[src/cpg_regs.svh]
// Register addresses, field positions, reset values and codes of the peripheral clock block.
`ifndef CPG_REGS_SVH
`define CPG_REGS_SVH

`define CPG_ADDR_GATE 32'h4004_8080
`define CPG_ADDR_SPI0_RATIO 32'h4004_8094
`define CPG_ADDR_UART_RATIO 32'h4004_8098
`define CPG_ADDR_SPI1_RATIO 32'h4004_809C
`define CPG_ADDR_WDT_CHOICE 32'h4004_80D0
`define CPG_ADDR_WDT_APPLY 32'h4004_80D4
`define CPG_ADDR_WDT_RATIO 32'h4004_80D8
`define CPG_ADDR_OUT_CHOICE 32'h4004_80E0
`define CPG_ADDR_OUT_APPLY 32'h4004_80E4
`define CPG_ADDR_OUT_RATIO 32'h4004_80E8

`define CPG_GATE_CAN_BIT 17
`define CPG_GATE_SPI1_BIT 18
`define CPG_RATIO_MSB 7
`define CPG_SEL_MSB 1
`define CPG_APPLY_BIT 0

`define CPG_GATE_RESET 1'b0
`define CPG_RATIO_RESET 8'h00
`define CPG_SEL_RESET 2'h0
`define CPG_APPLY_RESET 1'b0

`define CPG_DIV_COUNT 5
`define CPG_DIV_SPI0 0
`define CPG_DIV_UART 1
`define CPG_DIV_SPI1 2
`define CPG_DIV_WDT 3
`define CPG_DIV_OUT 4

`define CPG_CTL_ADDR 5'h00
`define CPG_CTL_DATA 5'h04
`define CPG_CTL_GO 5'h08
`define CPG_CTL_STATUS 5'h0C
`define CPG_CTL_RDATA 5'h10
`define CPG_GO_WRITE 0
`define CPG_GO_READ 1
`define CPG_GO_WDT_APPLY 2
`define CPG_GO_OUT_APPLY 3
`define CPG_STAT_REFUSED 0
`define CPG_STAT_BUSY 1

`endif

[src/cpg_pkg.sv]
// Types shared by both ends of the peripheral clock block.
package cpg_pkg;

  typedef enum logic [1:0]
  {
    WDT_SRC_RC = 2'h0,
    WDT_SRC_MAIN = 2'h1,
    WDT_SRC_WDOSC = 2'h2,
    WDT_SRC_RSVD = 2'h3
  } cpg_wdt_src_t;

  typedef enum logic [1:0]
  {
    OUT_SRC_RC = 2'h0,
    OUT_SRC_SYSOSC = 2'h1,
    OUT_SRC_WDOSC = 2'h2,
    OUT_SRC_MAIN = 2'h3
  } cpg_out_src_t;

  typedef enum logic [2:0]
  {
    CTL_IDLE = 3'h0,
    CTL_WRITE = 3'h1,
    CTL_READ = 3'h3,
    CTL_CAPT = 3'h2,
    CTL_WAITSRC = 3'h6,
    CTL_CLEAR = 3'h7,
    CTL_SET = 3'h5
  } cpg_ctl_state_t;

endpackage : cpg_pkg

[src/cpg_bus_if.sv]
// Register port between the controller end and the clock block end.
`timescale 1ns/1ns
`default_nettype none
interface cpg_bus_if
(
  input wire logic clk,
  input wire logic resetn
);
  logic [31:0] addr;
  logic [31:0] wdata;
  logic wr;
  logic rd;
  logic [31:0] rdata;

  modport dev (input clk, input resetn, input addr, input wdata, input wr, input rd, output rdata);
  modport ctl (input clk, input resetn, output addr, output wdata, output wr, output rd,
    input rdata);
endinterface : cpg_bus_if
`default_nettype wire

[src/cpg_dev.sv]
// Clock block end: gating bits, five ratio dividers and two source selects.
`timescale 1ns/1ns
`default_nettype none
`include "cpg_regs.svh"
module cpg_dev
(
  input wire logic clk,
  input wire logic resetn,
  cpg_bus_if.dev bus,
  input wire logic mainTick,
  input wire logic rcTick,
  input wire logic sysOscTick,
  input wire logic wdOscTick,
  output logic canClkOn,
  output logic spi1ClkOn,
  output logic spi0Tick,
  output logic uartTick,
  output logic spi1Tick,
  output logic wdtTick,
  output logic clkOutTick
);
  localparam int NDIV = `CPG_DIV_COUNT;

  logic canGate_q;
  logic spi1Gate_q;
  logic [7:0] ratio_q [NDIV];
  logic [7:0] cnt_q [NDIV];
  logic [NDIV-1:0] tick_q;
  logic [NDIV-1:0] srcTick;
  logic [NDIV-1:0] restart;
  logic [1:0] wdtChoice_q;
  logic [1:0] outChoice_q;
  logic wdtApply_q;
  logic outApply_q;
  logic wdtApplyPrev_q;
  logic outApplyPrev_q;
  cpg_pkg::cpg_wdt_src_t wdtAct_q;
  cpg_pkg::cpg_out_src_t outAct_q;
  logic wdtRise;
  logic outRise;
  logic [31:0] rdata_d;
  logic [31:0] rdata_q;

  // One divider step: returns the output pulse and the next count.
  function automatic logic [8:0] cpgDivStep
  (
    input logic [7:0] cnt,
    input logic [7:0] ratio,
    input logic src
  );
    logic [8:0] res;
    res = {1'b0, cnt};
    if (ratio == 8'h00)
      res = 9'h000;
    else if (src && cnt >= 8'(ratio - 8'h01))
      res = 9'h100;
    else if (src)
      res = {1'b0, 8'(cnt + 8'h01)};
    return res;
  endfunction : cpgDivStep

  // Returns true when the bus address equals the given address.
  function automatic logic cpgHit
  (
    input logic [31:0] a,
    input logic [31:0] target
  );
    return a == target;
  endfunction : cpgHit

  // Gating bits; only bits 17 and 18 are stored.
  always_ff @(posedge clk or negedge resetn)
  begin
    if (!resetn)
    begin
      canGate_q <= `CPG_GATE_RESET;
      spi1Gate_q <= `CPG_GATE_RESET;
    end
    else if (bus.wr && cpgHit(bus.addr, `CPG_ADDR_GATE))
    begin
      canGate_q <= bus.wdata[`CPG_GATE_CAN_BIT];
      spi1Gate_q <= bus.wdata[`CPG_GATE_SPI1_BIT];
    end
  end

  // Ratio fields of the five dividers; upper bits are dropped.
  always_ff @(posedge clk or negedge resetn)
  begin
    if (!resetn)
    begin
      for (int i = 0; i < NDIV; i++)
        ratio_q[i] <= `CPG_RATIO_RESET;
    end
    else if (bus.wr)
    begin
      case (bus.addr)
        `CPG_ADDR_SPI0_RATIO: ratio_q[`CPG_DIV_SPI0] <= bus.wdata[7:0];
        `CPG_ADDR_UART_RATIO: ratio_q[`CPG_DIV_UART] <= bus.wdata[7:0];
        `CPG_ADDR_SPI1_RATIO: ratio_q[`CPG_DIV_SPI1] <= bus.wdata[7:0];
        `CPG_ADDR_WDT_RATIO: ratio_q[`CPG_DIV_WDT] <= bus.wdata[7:0];
        `CPG_ADDR_OUT_RATIO: ratio_q[`CPG_DIV_OUT] <= bus.wdata[7:0];
        default: ratio_q[`CPG_DIV_SPI0] <= ratio_q[`CPG_DIV_SPI0];
      endcase
    end
  end

  // Source choices and apply bits as software wrote them.
  always_ff @(posedge clk or negedge resetn)
  begin
    if (!resetn)
    begin
      wdtChoice_q <= `CPG_SEL_RESET;
      outChoice_q <= `CPG_SEL_RESET;
      wdtApply_q <= `CPG_APPLY_RESET;
      outApply_q <= `CPG_APPLY_RESET;
    end
    else if (bus.wr)
    begin
      if (cpgHit(bus.addr, `CPG_ADDR_WDT_CHOICE))
        wdtChoice_q <= bus.wdata[1:0];
      if (cpgHit(bus.addr, `CPG_ADDR_OUT_CHOICE))
        outChoice_q <= bus.wdata[1:0];
      if (cpgHit(bus.addr, `CPG_ADDR_WDT_APPLY))
        wdtApply_q <= bus.wdata[`CPG_APPLY_BIT];
      if (cpgHit(bus.addr, `CPG_ADDR_OUT_APPLY))
        outApply_q <= bus.wdata[`CPG_APPLY_BIT];
    end
  end

  // Previous apply bits, for rising-edge detection.
  always_ff @(posedge clk or negedge resetn)
  begin
    if (!resetn)
    begin
      wdtApplyPrev_q <= `CPG_APPLY_RESET;
      outApplyPrev_q <= `CPG_APPLY_RESET;
    end
    else
    begin
      wdtApplyPrev_q <= wdtApply_q;
      outApplyPrev_q <= outApply_q;
    end
  end

  // A stored apply bit going from zero to one commits the choice.
  assign wdtRise = wdtApply_q && !wdtApplyPrev_q;
  assign outRise = outApply_q && !outApplyPrev_q;

  // Active sources only change on an apply rise.
  always_ff @(posedge clk or negedge resetn)
  begin
    if (!resetn)
    begin
      wdtAct_q <= cpg_pkg::WDT_SRC_RC;
      outAct_q <= cpg_pkg::OUT_SRC_RC;
    end
    else
    begin
      if (wdtRise)
        wdtAct_q <= cpg_pkg::cpg_wdt_src_t'(wdtChoice_q);
      if (outRise)
        outAct_q <= cpg_pkg::cpg_out_src_t'(outChoice_q);
    end
  end

  // Source pulse for each divider; the reserved watchdog code gives none.
  always_comb
  begin
    srcTick = '0;
    srcTick[`CPG_DIV_SPI0] = mainTick;
    srcTick[`CPG_DIV_UART] = mainTick;
    srcTick[`CPG_DIV_SPI1] = mainTick;
    case (wdtAct_q)
      cpg_pkg::WDT_SRC_RC: srcTick[`CPG_DIV_WDT] = rcTick;
      cpg_pkg::WDT_SRC_MAIN: srcTick[`CPG_DIV_WDT] = mainTick;
      cpg_pkg::WDT_SRC_WDOSC: srcTick[`CPG_DIV_WDT] = wdOscTick;
      default: srcTick[`CPG_DIV_WDT] = 1'b0;
    endcase
    case (outAct_q)
      cpg_pkg::OUT_SRC_RC: srcTick[`CPG_DIV_OUT] = rcTick;
      cpg_pkg::OUT_SRC_SYSOSC: srcTick[`CPG_DIV_OUT] = sysOscTick;
      cpg_pkg::OUT_SRC_WDOSC: srcTick[`CPG_DIV_OUT] = wdOscTick;
      default: srcTick[`CPG_DIV_OUT] = mainTick;
    endcase
    restart = '0;
    restart[`CPG_DIV_WDT] = wdtRise;
    restart[`CPG_DIV_OUT] = outRise;
  end

  // Dividers; a switch clears the count so the next period is whole.
  always_ff @(posedge clk or negedge resetn)
  begin
    if (!resetn)
    begin
      for (int i = 0; i < NDIV; i++)
        cnt_q[i] <= 8'h00;
      tick_q <= '0;
    end
    else
    begin
      for (int i = 0; i < NDIV; i++)
      begin
        if (restart[i])
        begin
          cnt_q[i] <= 8'h00;
          tick_q[i] <= 1'b0;
        end
        else
        begin
          cnt_q[i] <= cpgDivStep(cnt_q[i], ratio_q[i], srcTick[i])[7:0];
          tick_q[i] <= cpgDivStep(cnt_q[i], ratio_q[i], srcTick[i])[8];
        end
      end
    end
  end

  // Read mux; unstored and reserved bits return zero.
  always_comb
  begin
    rdata_d = 32'h0000_0000;
    case (bus.addr)
      `CPG_ADDR_GATE:
      begin
        rdata_d[`CPG_GATE_CAN_BIT] = canGate_q;
        rdata_d[`CPG_GATE_SPI1_BIT] = spi1Gate_q;
      end
      `CPG_ADDR_SPI0_RATIO: rdata_d[7:0] = ratio_q[`CPG_DIV_SPI0];
      `CPG_ADDR_UART_RATIO: rdata_d[7:0] = ratio_q[`CPG_DIV_UART];
      `CPG_ADDR_SPI1_RATIO: rdata_d[7:0] = ratio_q[`CPG_DIV_SPI1];
      `CPG_ADDR_WDT_CHOICE: rdata_d[1:0] = wdtChoice_q;
      `CPG_ADDR_WDT_APPLY: rdata_d[0] = wdtApply_q;
      `CPG_ADDR_WDT_RATIO: rdata_d[7:0] = ratio_q[`CPG_DIV_WDT];
      `CPG_ADDR_OUT_CHOICE: rdata_d[1:0] = outChoice_q;
      `CPG_ADDR_OUT_APPLY: rdata_d[0] = outApply_q;
      `CPG_ADDR_OUT_RATIO: rdata_d[7:0] = ratio_q[`CPG_DIV_OUT];
      default: rdata_d = 32'h0000_0000;
    endcase
  end

  // Read data stand only in the cycle after the strobe.
  always_ff @(posedge clk or negedge resetn)
  begin
    if (!resetn)
      rdata_q <= 32'h0000_0000;
    else if (bus.rd)
      rdata_q <= rdata_d;
    else
      rdata_q <= 32'h0000_0000;
  end

  // Outputs, all from flip-flops.
  assign bus.rdata = rdata_q;
  assign canClkOn = canGate_q;
  assign spi1ClkOn = spi1Gate_q;
  assign spi0Tick = tick_q[`CPG_DIV_SPI0];
  assign uartTick = tick_q[`CPG_DIV_UART];
  assign spi1Tick = tick_q[`CPG_DIV_SPI1];
  assign wdtTick = tick_q[`CPG_DIV_WDT];
  assign clkOutTick = tick_q[`CPG_DIV_OUT];
endmodule : cpg_dev
`default_nettype wire

[src/flat_wrapper.sv]
// flat-port wrapper written by rule: the top's interface ports become plain ports
module cpg_dev_flat 
  (clk, resetn, mainTick, rcTick, sysOscTick, wdOscTick, canClkOn, spi1ClkOn, spi0Tick, uartTick, spi1Tick, wdtTick, clkOutTick, bus_addr, bus_wdata, bus_wr, bus_rd, bus_rdata);
  cpg_bus_if bus_i (.clk(clk), .resetn(resetn));
  input wire logic clk;
  input wire logic resetn;
  input wire logic mainTick;
  input wire logic rcTick;
  input wire logic sysOscTick;
  input wire logic wdOscTick;
  output logic canClkOn;
  output logic spi1ClkOn;
  output logic spi0Tick;
  output logic uartTick;
  output logic spi1Tick;
  output logic wdtTick;
  output logic clkOutTick;
  input wire logic [$bits(bus_i.addr)-1:0] bus_addr;
  input wire logic [$bits(bus_i.wdata)-1:0] bus_wdata;
  input wire logic [$bits(bus_i.wr)-1:0] bus_wr;
  input wire logic [$bits(bus_i.rd)-1:0] bus_rd;
  output wire logic [$bits(bus_i.rdata)-1:0] bus_rdata;
  assign bus_i.addr = bus_addr;
  assign bus_i.wdata = bus_wdata;
  assign bus_i.wr = bus_wr;
  assign bus_i.rd = bus_rd;
  assign bus_rdata = bus_i.rdata;
  cpg_dev u_core (.clk(clk), .resetn(resetn), .bus(bus_i), .mainTick(mainTick), .rcTick(rcTick), .sysOscTick(sysOscTick), .wdOscTick(wdOscTick), .canClkOn(canClkOn), .spi1ClkOn(spi1ClkOn), .spi0Tick(spi0Tick), .uartTick(uartTick), .spi1Tick(spi1Tick), .wdtTick(wdtTick), .clkOutTick(clkOutTick));
endmodule
[config.mk]
export PLATFORM = sky130hd
export DESIGN_NAME = cpg_dev_flat
export DESIGN_NICKNAME = d
export VERILOG_FILES = /design/src/cpg_pkg.sv /design/src/cpg_bus_if.sv /design/src/cpg_dev.sv /design/src/flat_wrapper.sv
export VERILOG_INCLUDE_DIRS = /design/src
export SDC_FILE = /design/constraint.sdc
export NUM_CORES = 1
export LEC_CHECK = 0
export ABC_AREA = 0
export BUFFER_PORTS_ARGS = -buffer_cell sky130_fd_sc_hd__buf_2
export CAP_MARGIN = 10
export CORE_ASPECT_RATIO = 1.75
export CORE_MARGIN = 5
export CORE_UTILIZATION = 30
export CTS_CLUSTER_DIAMETER = 80
export CTS_CLUSTER_SIZE = 30
export DETAILED_ROUTE_END_ITERATION = 8
export PLACE_DENSITY = 0.55
export SYNTH_ARGS = -nofsm -noshare
export SYNTH_HDL_FRONTEND = slang
export SYNTH_SLANG_ARGS = --single-unit
[constraint.sdc]
create_clock -name clk -period 4 [get_ports clk]
set_input_delay 0.4 -clock clk [delete_from_list [all_inputs] [get_ports clk]]
set_output_delay 0.4 -clock clk [all_outputs]
set_load 0.05 [all_outputs]
==> flow_metrics.py, run 1 <==
metrics = {
    "clock_tree": {
        "cts_resized": 0,
        "insertion_delay_ns": 0.35,
        "cts_setup_buffers": 0,
        "clock_sinks": 109,
        "cts_root_buf": "clkbuf_16",
        "tritoncts": "built",
        "htreeDepth": 3,
        "cts_buffers": 9,
        "clkTransAtPathRegs_ns": 0.07,
        "cts_hold_buf": 0,
        "clk_path_buf_depth": 2,
    },
    "power_and_ir_drop": {
        "peakVddDrop_v": 0.0002206,
        "power_density_nw_per_um2": 290.4,
        "leakagePower_nw": 3.717,
    },
    "placed_design": {
        "place_hpwl_mm": 13.51,
        "gp_congestion": 0.8034,
        "port_buffers": 66,
        "postPlaceCellArea_sq_um": 7457,
    },
    "logic_synthesis": {
        "synth_area_sq_um": 6833,
        "syn_inst": 688,
        "synth_async_sr_flop_share_pct": 100.0,
        "ys_ff_latch": 109,
        "synth_edf_count": 0,
        "synth_ff_type": "dfrtp_1",
        "syn_avg_cell_area_sq_um": 9.931,
        "ys_seq_area_share_pct": 39.92,
        "ys_warn_count": 0,
        "yosysUniqueCellTypes": 56,
    },
    "worst_setup_path": {
        "rrSetupSlack_ns": 0.95,
        "crit_path_max_fanout": 7,
        "r2r-end": "u_core.cnt_q[23]",
        "cp-end-kind": "flip-flop",
        "crit_path_start_kind": "flip-flop",
        "arrival_ns": 3.33,
        "ff2ff_path_depth": 9,
        "crit_type": "flip-flop to flip-flop",
        "rr_startpoint": "u_core.ratio_q[19]",
        "crit_required_ns": 4.28,
    },
    "timing": {
        "relSlewSlack_pct": 25.56,
        "fin_setup_tns_ns": 0,
        "fin_crit_sh_pct": 76.32,
        "min_period_ns": 3.053,
        "hold_violations": 0,
        "worstMarginPinSlew_ns": 1.106,
        "fmax_mhz": 327.6,
        "skew_ns": 0.007457,
        "finalSetupViolations": 0,
        "rsz0062_at_grt": "no",
        "drv_slew": 0,
    },
    "layout": {
        "design_area_sq_um": 7786,
        "final_nets": 886,
        "syn_to_final_growth_pct": 13.95,
        "fin_util_pct": 34.51,
        "drive_gt1_share_pct": 19.79,
        "n_antenna_cell": 0,
    },
    "routing": {
        "dr.first_iter.drc_count": 183,
        "vias_per_cell": 4.967,
        "finalWirelength_mm": 17.34,
        "num_vias": 5280,
        "post_drt_wl_per_cell_um": 16.31,
        "final_antenna_net_count": 0,
        "drc": 0,
        "dr.pass1.iters": 4,
    },
    "grt": {
        "overflow": 0,
        "grt_max_degree": 69,
        "track_usage_pct": 13.68,
        "antenna_found_initial": 0,
        "grt_pass1_vias": 5470,
        "grt_pass1_wl_mm": 28.08,
    },
    "floorplan": {
        "io_pins": 111,
        "start_util_pct": 30.29,
        "core_area_sq_um": 22560,
        "dieArea_sq_um": 26010,
        "dieWidth_um": 124.1,
        "row_count": 73,
        "die_h_um": 209.6,
    },
    "min_path": {
        "min_path_type": "input port to asynchronous set/reset pin",
    },
    "run": {
        "cap_viol_max_count": 0,
    },
    "status": {
        "status": "completed",
    },
}
## report_power, final
part           switching, mW  internal, mW
Sequential     0.00000000767          1.10
Clock                  0.413         0.607
Combinational          0.112        0.0280
Total                  0.525          1.74
## layout make-up
class / instances / area (sq um)
Clock inverter: 5 / 100.1
Clock buffer: 10 / 229.0
Fill cell: 2346 / 14770
Tap cell: 300 / 375.4
Sequential cell: 109 / 2728
Inverter: 21 / 78.83
Multi-Input combinational cell: 546 / 3897
Timing Repair Buffer: 72 / 377.9
## sequential cells by signal (all words and copies together), names as in the netlist
signal / count
u_core.wdtApply_q: 1
u_core.ratio_q: 40
u_core.cnt_q: 40
u_core.outAct_q: 2
u_core.outApply_q: 1
u_core.wdtAct_q: 2
u_core.bus.rdata: 10
u_core.wdtApplyPrev_q: 1
u_core.spi1ClkOn: 1
u_core.canClkOn: 1
u_core.tick_q: 5
u_core.outChoice_q: 2
u_core.wdtChoice_q: 2
u_core.outApplyPrev_q: 1
## stage by stage
step	setup WS [ns]	std cells	power (mW)	hold slack (ns)
5_1_grt	0.7562	1063	2.348	0.2480
4_1_cts	1.000	1063	2.300	0.2031
3_3_place_gp	1.061	1048	1.265	0.4147
2_1_floorplan	1.396	709	1.207	0.1044
6_report	0.9473	1063	2.261	0.1593
3_5_place_dp	1.035	1048	1.265	0.4161
## synth_stat cells (all sizes together), types with 2 or more instances
master / instances / area share (%)
xor2: 26 / 3.3
ha: 55 / 10
nor2: 46 / 2.7
a2bb2oi: 2 / 0.26
o22a: 2 / 0.26
mux2i: 6 / 0.88
nor4b: 4 / 0.60
a22oi: 13 / 1.4
dfrtp: 109 / 40
nand2: 60 / 3.3
o21ai: 34 / 2.5
xnor2: 18 / 2.3
buf: 23 / 2.5
inv: 21 / 1.2
nor2b: 11 / 1.0
nand4: 8 / 0.73
nand4b: 3 / 0.38
a22o: 7 / 0.90
nor3b: 5 / 0.55
a21oi: 29 / 2.1
nor4: 12 / 1.3
nand3b: 7 / 0.77
clkbuf: 10 / 0.55
and4b: 2 / 0.29
a21o: 2 / 0.22
nor3: 22 / 1.8
and4: 6 / 0.77
and3: 12 / 1.1
or3b: 3 / 0.38
a31oi: 18 / 1.6
o21bai: 2 / 0.22
a211oi: 7 / 0.77
and2: 7 / 0.64
mux2: 53 / 8.7
nand3: 28 / 2.2
nand2b: 3 / 0.27
## per-layer routing
| metal | GRT usage (%) | wire (um) | vias up |
|---|---|---|---|
| met5 | 0 | 0 | - |
| met4 | 4.690 | 351 | 0 |
| met3 | 1.806 | 589 | 19 |
| met2 | 25.78 | 9578 | 90 |
| met1 | 15.35 | 6818 | 2567 |
| li1 | - | - | 2604 |
## worst max-delay path: stages (launching register included)
cell and delay [ns]:
dfrtp_1 0.45, nor4_1 0.58, nand2_1 0.13, xor2_1 0.17
ha_1 0.29, a21oi_1 0.18, o21ai_0 0.12, a21oi_1 0.40
or3b_2 0.49, a31oi_1 0.17
## cells by family (layout without fill, tap and decap cells)
| group | after synthesis | count (layout) | synth area share (%) |
|---|---|---|---|
| and+or+nand+nor | 243 | 243 | 19.41 |
| AOI/OAI and AO/OA | 123 | 123 | 11.10 |
| DFF | 109 | 109 | 39.92 |
| muxes | 59 | 59 | 9.614 |
| adders and majority gates | 55 | 55 | 10.07 |
| buffers and inverters | 54 | 108 | 4.193 |
| xor gates and xnor gates | 44 | 44 | 5.640 |
| other | 1 | 22 | 0.05488 |
## cells in the final DEF (no fill, tap or decap), types with 22 or more instances in the layout
cell     Yosys  routed
nand2_1     60      60
nor2_1      42      42
mux2_2      52      52
ha_1        55      55
dfrtp_1    109     109
o21ai_0     34      34
nand3_1     27      27
buf_2        1      65
conb_1       1      22
xor2_1      26      26
a21oi_1     29      29
## worst max-delay path by stage
stage / startpoint / to / slack (ns)
2_1_floorplan: u_core.ratio_q[21] / u_core.cnt_q[23] / 1.40
3_3_place_gp: u_core.ratio_q[24] / u_core.cnt_q[31] / 1.06
3_5_place_dp: u_core.ratio_q[24] / u_core.cnt_q[31] / 1.03
4_1_cts: u_core.ratio_q[19] / u_core.cnt_q[23] / 1.0
5_1_grt: u_core.ratio_q[26] / u_core.cnt_q[31] / 0.76
6_report: u_core.ratio_q[19] / u_core.cnt_q[23] / 0.95
(Power assumes the default switching activity.)
==> run 2, diff against run 1 <==
ABC_AREA = 1   (was 0)
PLACE_DENSITY = 0.56   (was 0.55)
clock period = 2.5 ns   (was 4 ns; I/O delays follow)
==> run 2 against run 1 <==
Area after synthesis rose by 7.5%; critical path depth up 1; global-route usage is 0.24 points lower; first-iteration DRC count shrank 10%; synthesized cell count increased by 38%; routed wire length grew 3.9%; sequential share of layout area decreased by 2.3 points; final area is 7.2% higher; via count is 14% higher; count of clock-buffer cells in the layout fell by 1; sequential cell count stayed put; non-clock buffer count is 6 higher; largest power group unchanged; highest routed layer unchanged.
==> flow_metrics.py, run 2 <==
metrics = {
    "floorplan": {
        "core_area_sq_um": 24020,
        "dieArea_sq_um": 27820,
        "dieWidth_um": 128.3,
        "die_h_um": 217.0,
        "start_util_pct": 30.56,
        "row_count": 75,
        "io_pins": 111,
    },
    "routing": {
        "dr.pass1.iters": 4,
        "final_antenna_net_count": 0,
        "num_vias": 6005,
        "post_drt_wl_per_cell_um": 13.47,
        "finalWirelength_mm": 18.02,
        "drc": 0,
        "vias_per_cell": 4.488,
        "dr.first_iter.drc_count": 164,
    },
    "worst_setup_path": {
        "crit_path_start_kind": "flip-flop",
        "critPathTopFamily": "simple AND/OR/NAND/NOR gates",
        "crit_type": "flip-flop to flip-flop",
        "cp-end-kind": "flip-flop",
        "cpPeakStageDelay_ns": 0.38,
        "cp_slowest_cell": "dfrtp_1",
        "crit_path_max_fanout": 4,
        "arrival_ns": 2.56,
        "crit_required_ns": 2.79,
        "crit_chain": "nor2_1, nand2_1, or3_1, nor3_2, xor2_1, ha_1, a21oi_1, o21a_1, nand4_1, o21ai_0",
        "path_buf_inv": 0,
    },
    "clock_tree": {
        "cts_buffers": 9,
        "clk_path_buf_depth": 2,
        "insertion_delay_ns": 0.37,
        "clock_sinks": 109,
        "htreeDepth": 3,
        "cts_root_buf": "clkbuf_16",
        "clkTransAtPathRegs_ns": 0.08,
        "tritoncts": "built",
    },
    "layout": {
        "design_area_sq_um": 8346,
        "final_common_cell": "nand2_1",
        "n_antenna_cell": 0,
        "drive_gt1_share_pct": 17.18,
        "syn_to_final_growth_pct": 13.67,
        "final_nets": 1152,
        "layout_common_cells": "nand2_1, inv_1, dfrtp_1",
        "fin_util_pct": 34.74,
        "fillers": 2628,
    },
    "logic_synthesis": {
        "ys_warn_count": 0,
        "synthTopCellsByCount": "nand2_1, inv_1, dfrtp_1",
        "ys_seq_area_share_pct": 37.15,
        "yosysUniqueCellTypes": 39,
        "synth_async_sr_flop_share_pct": 100.0,
        "yosysMostFrequentCell": "nand2_1",
        "synth_ff_type": "dfrtp_1",
        "yosysTopAreaCell": "dfrtp_1",
        "synth_area_sq_um": 7342,
        "syn_inst": 946,
        "synth_edf_count": 0,
        "syn_avg_cell_area_sq_um": 7.761,
        "synth_top_area_share_pct": 37.15,
        "ys_ff_latch": 109,
        "synth_area_leaders": "dfrtp_1, nand2_1, ha_1, inv_1, nor2_1",
    },
    "timing": {
        "fmax_mhz": 440.3,
        "fin_setup_tns_ns": 0,
        "skew_ns": 0.01301,
        "hold_violations": 0,
        "fin_crit_sh_pct": 90.85,
        "worstMarginPinSlew_ns": 0.5051,
        "min_period_ns": 2.271,
        "drv_slew": 0,
        "rsz0062_at_grt": "no",
        "finalSetupViolations": 0,
        "relSlewSlack_pct": 66.33,
        "whs_ns": 0.1231,
    },
    "grt": {
        "antenna_found_initial": 0,
        "overflow": 0,
        "grt_pass1_vias": 6127,
        "grt_max_degree": 37,
        "track_usage_pct": 13.44,
        "grt_pass1_wl_mm": 29.53,
    },
    "placed_design": {
        "gp_congestion": 0.8513,
        "postPlaceCellArea_sq_um": 7980,
        "port_buffers": 66,
        "place_hpwl_mm": 14.57,
    },
    "run": {
        "cap_viol_max_count": 0,
    },
    "power_and_ir_drop": {
        "power_density_nw_per_um2": 424.4,
        "peakVddDrop_v": 0.0002717,
        "power_mw": 3.542,
        "leakagePower_nw": 4.391,
    },
    "status": {
        "status": "completed",
    },
    "min_path": {
        "min_path_type": "input port to flip-flop",
    },
}
-- run 2: path summary, 6_finish.rpt --
kind	slack (ns)	cells past startpoint	start	to
worst min register to register	0.41	0	u_core.wdtApply_q	u_core.wdtApplyPrev_q
worst min-delay path	0.12	3	bus_wdata[18]	u_core.spi1ClkOn
min in group asynchronous	0.38	2	resetn	u_core.cnt_q[26]
worst max-delay path	0.23	10	u_core.ratio_q[26]	u_core.cnt_q[31]
max in group asynchronous	1.40	3	resetn	u_core.outAct_q[1]
worst max register to register	0.23	10	u_core.ratio_q[26]	u_core.cnt_q[31]
-- run 2: area by class of cell --
class,instances,area [sq um],share of cell area [%]
clock inverter,7,87.58,1.049
inverter,148,558.0,6.687
clock buffer,9,225.2,2.699
timing repair buffer,78,437.9,5.247
multi-input combinational,679,3924,47.02
sequential,109,2728,32.68
tap,308,385.4,4.618
-- run 2: power by group --
| part | switching (mW) | leakage, nW | internal, mW |
|---|---|---|---|
| clock | 0.744 | 0.155 | 0.805 |
| sequential | 0.0000000222 | 1.47 | 1.76 |
| combinational | 0.184 | 2.77 | 0.0474 |
| total | 0.928 | 4.39 | 2.61 |
-- run 2: cell families after synthesis --
logic type / share of synthesized area [%]
simple gates: 26.50
xor+xnor: 6.084
buf+inv: 10.96
compound gates: 9.884
flops: 37.15
other cells: 0.05108
fa+ha+maj: 9.373
-- run 2: tightest hold or removal path: stages --
cell and delay [ns]:
buf_2 0.08, nand3_1 0.07, nand2_1 0.07
-- run 2: stage by stage --
stage / instances / worst slack (ns)
3_3_place_gp: 1320 / 0.1585
2_1_floorplan: 967 / 0.3809
3_5_place_dp: 1320 / 0.1317
6_report: 1338 / 0.2288
4_1_cts: 1337 / 0.1105
5_1_grt: 1338 / 0.01767
-- run 2: timing repair --
action | in CTS | in global routing
endpoints found under the setup margin | 0 | 30
hold buffers | 1 | 0
resized for setup | 0 | 15
setup buffers | 0 | 1
endpoints found under the hold margin | 32 | 0
-- run 2: routing by layer --
layer	track usage (%)	share of wire (%)
met4	6.339	3.6
met1	13.60	37
met5	0	0
met3	2.355	3.1
met2	25.90	57
==> run 3, diff against run 2 <==
PLACE_DENSITY = 0.54   (was 0.56)
clock period = 2.8 ns   (was 2.5 ns; I/O delays follow)
==> run 3 against run 2 <==
First-iteration DRC count unchanged; global-route usage down 0.32 points; final cell count down 0.60%.
==> flow_metrics.py, run 3 (synthesis gave the netlist of run 2 again) <==
metrics = {
    "timing": {
        "worstMarginPinSlew_ns": 0.5964,
        "finalWorstSetupSlack_ns": 0.3749,
        "min_period_ns": 2.425,
        "rsz0062_at_grt": "no",
        "whs_ns": 0.1602,
        "skew_ns": 0.01056,
        "finalSetupViolations": 0,
        "drv_slew": 0,
        "hold_violations": 0,
        "relSlewSlack_pct": 60.24,
        "fin_crit_sh_pct": 86.61,
        "fin_setup_tns_ns": 0,
        "fmax_mhz": 412.4,
    },
    "placed_design": {
        "gp_congestion": 0.8329,
        "port_buffers": 66,
        "dp_slack_ns": 0.3831,
        "place_hpwl_mm": 14.54,
    },
    "layout": {
        "final_nets": 1145,
        "syn_to_final_growth_pct": 12.30,
        "layout_common_cells": "nand2_1, inv_1, dfrtp_1",
        "n_antenna_cell": 0,
        "fillers": 2630,
        "fin_util_pct": 34.32,
        "final_common_cell": "nand2_1",
        "drive_gt1_share_pct": 15.46,
    },
    "routing": {
        "final_antenna_net_count": 0,
        "post_drt_wl_per_cell_um": 13.57,
        "dr.pass1.iters": 4,
        "finalWirelength_mm": 18.05,
        "dr.first_iter.drc_count": 164,
        "drc": 0,
        "vias_per_cell": 4.566,
        "num_vias": 6073,
    },
    "floorplan": {
        "die_h_um": 217.0,
        "dieArea_sq_um": 27820,
        "row_count": 75,
        "dieWidth_um": 128.3,
        "start_util_pct": 30.56,
        "core_area_sq_um": 24020,
        "io_pins": 111,
    },
    "grt": {
        "antenna_found_initial": 0,
        "overflow": 0,
        "track_usage_pct": 13.13,
        "grt_pass1_wl_mm": 29.12,
        "grt_pass1_vias": 5875,
        "grt_max_degree": 43,
    },
    "clock_tree": {
        "cts_setup_buffers": 0,
        "clock_sinks": 109,
        "cts_buffers": 9,
        "clk_path_buf_depth": 2,
        "htreeDepth": 3,
        "tritoncts": "built",
        "cts_root_buf": "clkbuf_16",
        "clkTransAtPathRegs_ns": 0.08,
        "insertion_delay_ns": 0.35,
    },
    "worst_setup_path": {
        "ff2ff_path_depth": 12,
        "cp-end-kind": "flip-flop",
        "crit_path_max_fanout": 4,
        "rr_startpoint": "u_core.ratio_q[24]",
        "arrival_ns": 2.72,
        "r2r-end": "u_core.cnt_q[29]",
        "crit_type": "flip-flop to flip-flop",
        "crit_required_ns": 3.09,
        "rrSetupSlack_ns": 0.37,
        "crit_path_start_kind": "flip-flop",
    },
    "min_path": {
        "whs_path_depth": 3,
        "hp-start": "bus_wdata[18]",
        "hold_path_end": "u_core.spi1ClkOn",
        "min_path_type": "input port to flip-flop",
    },
    "status": {
        "status": "completed",
    },
    "power_and_ir_drop": {
        "power_density_nw_per_um2": 378.5,
        "power_mw": 3.121,
        "peakVddDrop_v": 0.0003263,
        "leakagePower_nw": 4.342,
    },
    "run": {
        "cap_viol_max_count": 0,
    },
}
==> run 3: changes by cell type in the layout (fill, tap and decap cells not counted), moves of 4 or more <==
cell | before | now
nor3_1 | 10 | 14
nor3_2 | 5 | 1
o21ai_1 | 9 | 4
o21ai_0 | 21 | 26
buf_4 | 11 | 4
==> run 3: worst max-delay path, stage by stage (launching register included) <==
cell and delay [ns]:
dfrtp_1 0.41, inv_1 0.14, nand2_1 0.09, or3_1 0.35, nor3_1 0.22, xor2_1 0.19, ha_1 0.26, a21oi_1 0.17
o21a_1 0.16, nand2_1 0.06, nand2_1 0.10, nand2_1 0.10, nor2_1 0.11
==> run 3: routing by layer <==
layer  wire, um  vias to the layer above  global-route usage [%]  share of wire, %
met5          0                        -                       0                 0
met4        623                        0                   5.630               3.5
met3        612                       30                   1.987               3.4
met2      10060                       99                   25.01                56
met1       6760                     2840                   13.97                37
li1           -                     3104                       -                 -
==> run 3: what timing repair did <==
item | CTS | global route
hold buffers | 1 | 0
gates resized for setup | 0 | 0
endpoints found under the hold margin | 39 | 0
==> run 3: power by group <==
part           total (mW)  switching [mW]  internal (mW)
clock network        1.34           0.599          0.742
registers            1.57    0.0000000190           1.57
logic               0.208           0.166         0.0424
==> run 3: cell type report <==
| cell class | instances | area [sq um] | share of cell area [%] |
|---|---|---|---|
| Multi-Input combinational cell | 679 | 3889 | 47.16 |
| Tap cell | 308 | 385.4 | 4.674 |
| Clock inverter | 3 | 43.79 | 0.5311 |
| Timing Repair Buffer | 71 | 385.4 | 4.674 |
| Clock buffer | 12 | 256.5 | 3.111 |
| Sequential cell | 109 | 2728 | 33.08 |
| Inverter | 148 | 558.0 | 6.768 |
==> run 3: worst max-delay path by stage <==
stage / startpoint / slack, ns / end / cells after the start
detailed placement: u_core.ratio_q[32] / 0.38 / u_core.cnt_q[36] / 14
finish: u_core.ratio_q[24] / 0.37 / u_core.cnt_q[29] / 12
CTS: u_core.ratio_q[24] / 0.35 / u_core.cnt_q[26] / 12
global route: u_core.ratio_q[24] / 0.11 / u_core.cnt_q[31] / 10
floorplan: u_core.ratio_q[26] / 0.68 / u_core.cnt_q[26] / 12
global placement: u_core.ratio_q[32] / 0.40 / u_core.cnt_q[36] / 14
==> run 3: metrics by stage <==
| stage | area (sq um) | instances |
|---|---|---|
| after detailed placement | 7935 | 1314 |
| after CTS | 8245 | 1330 |
| after global placement | 7935 | 1314 |
| after floorplan | 7421 | 967 |
| after global routing | 8245 | 1330 |
| final | 8245 | 1330 |
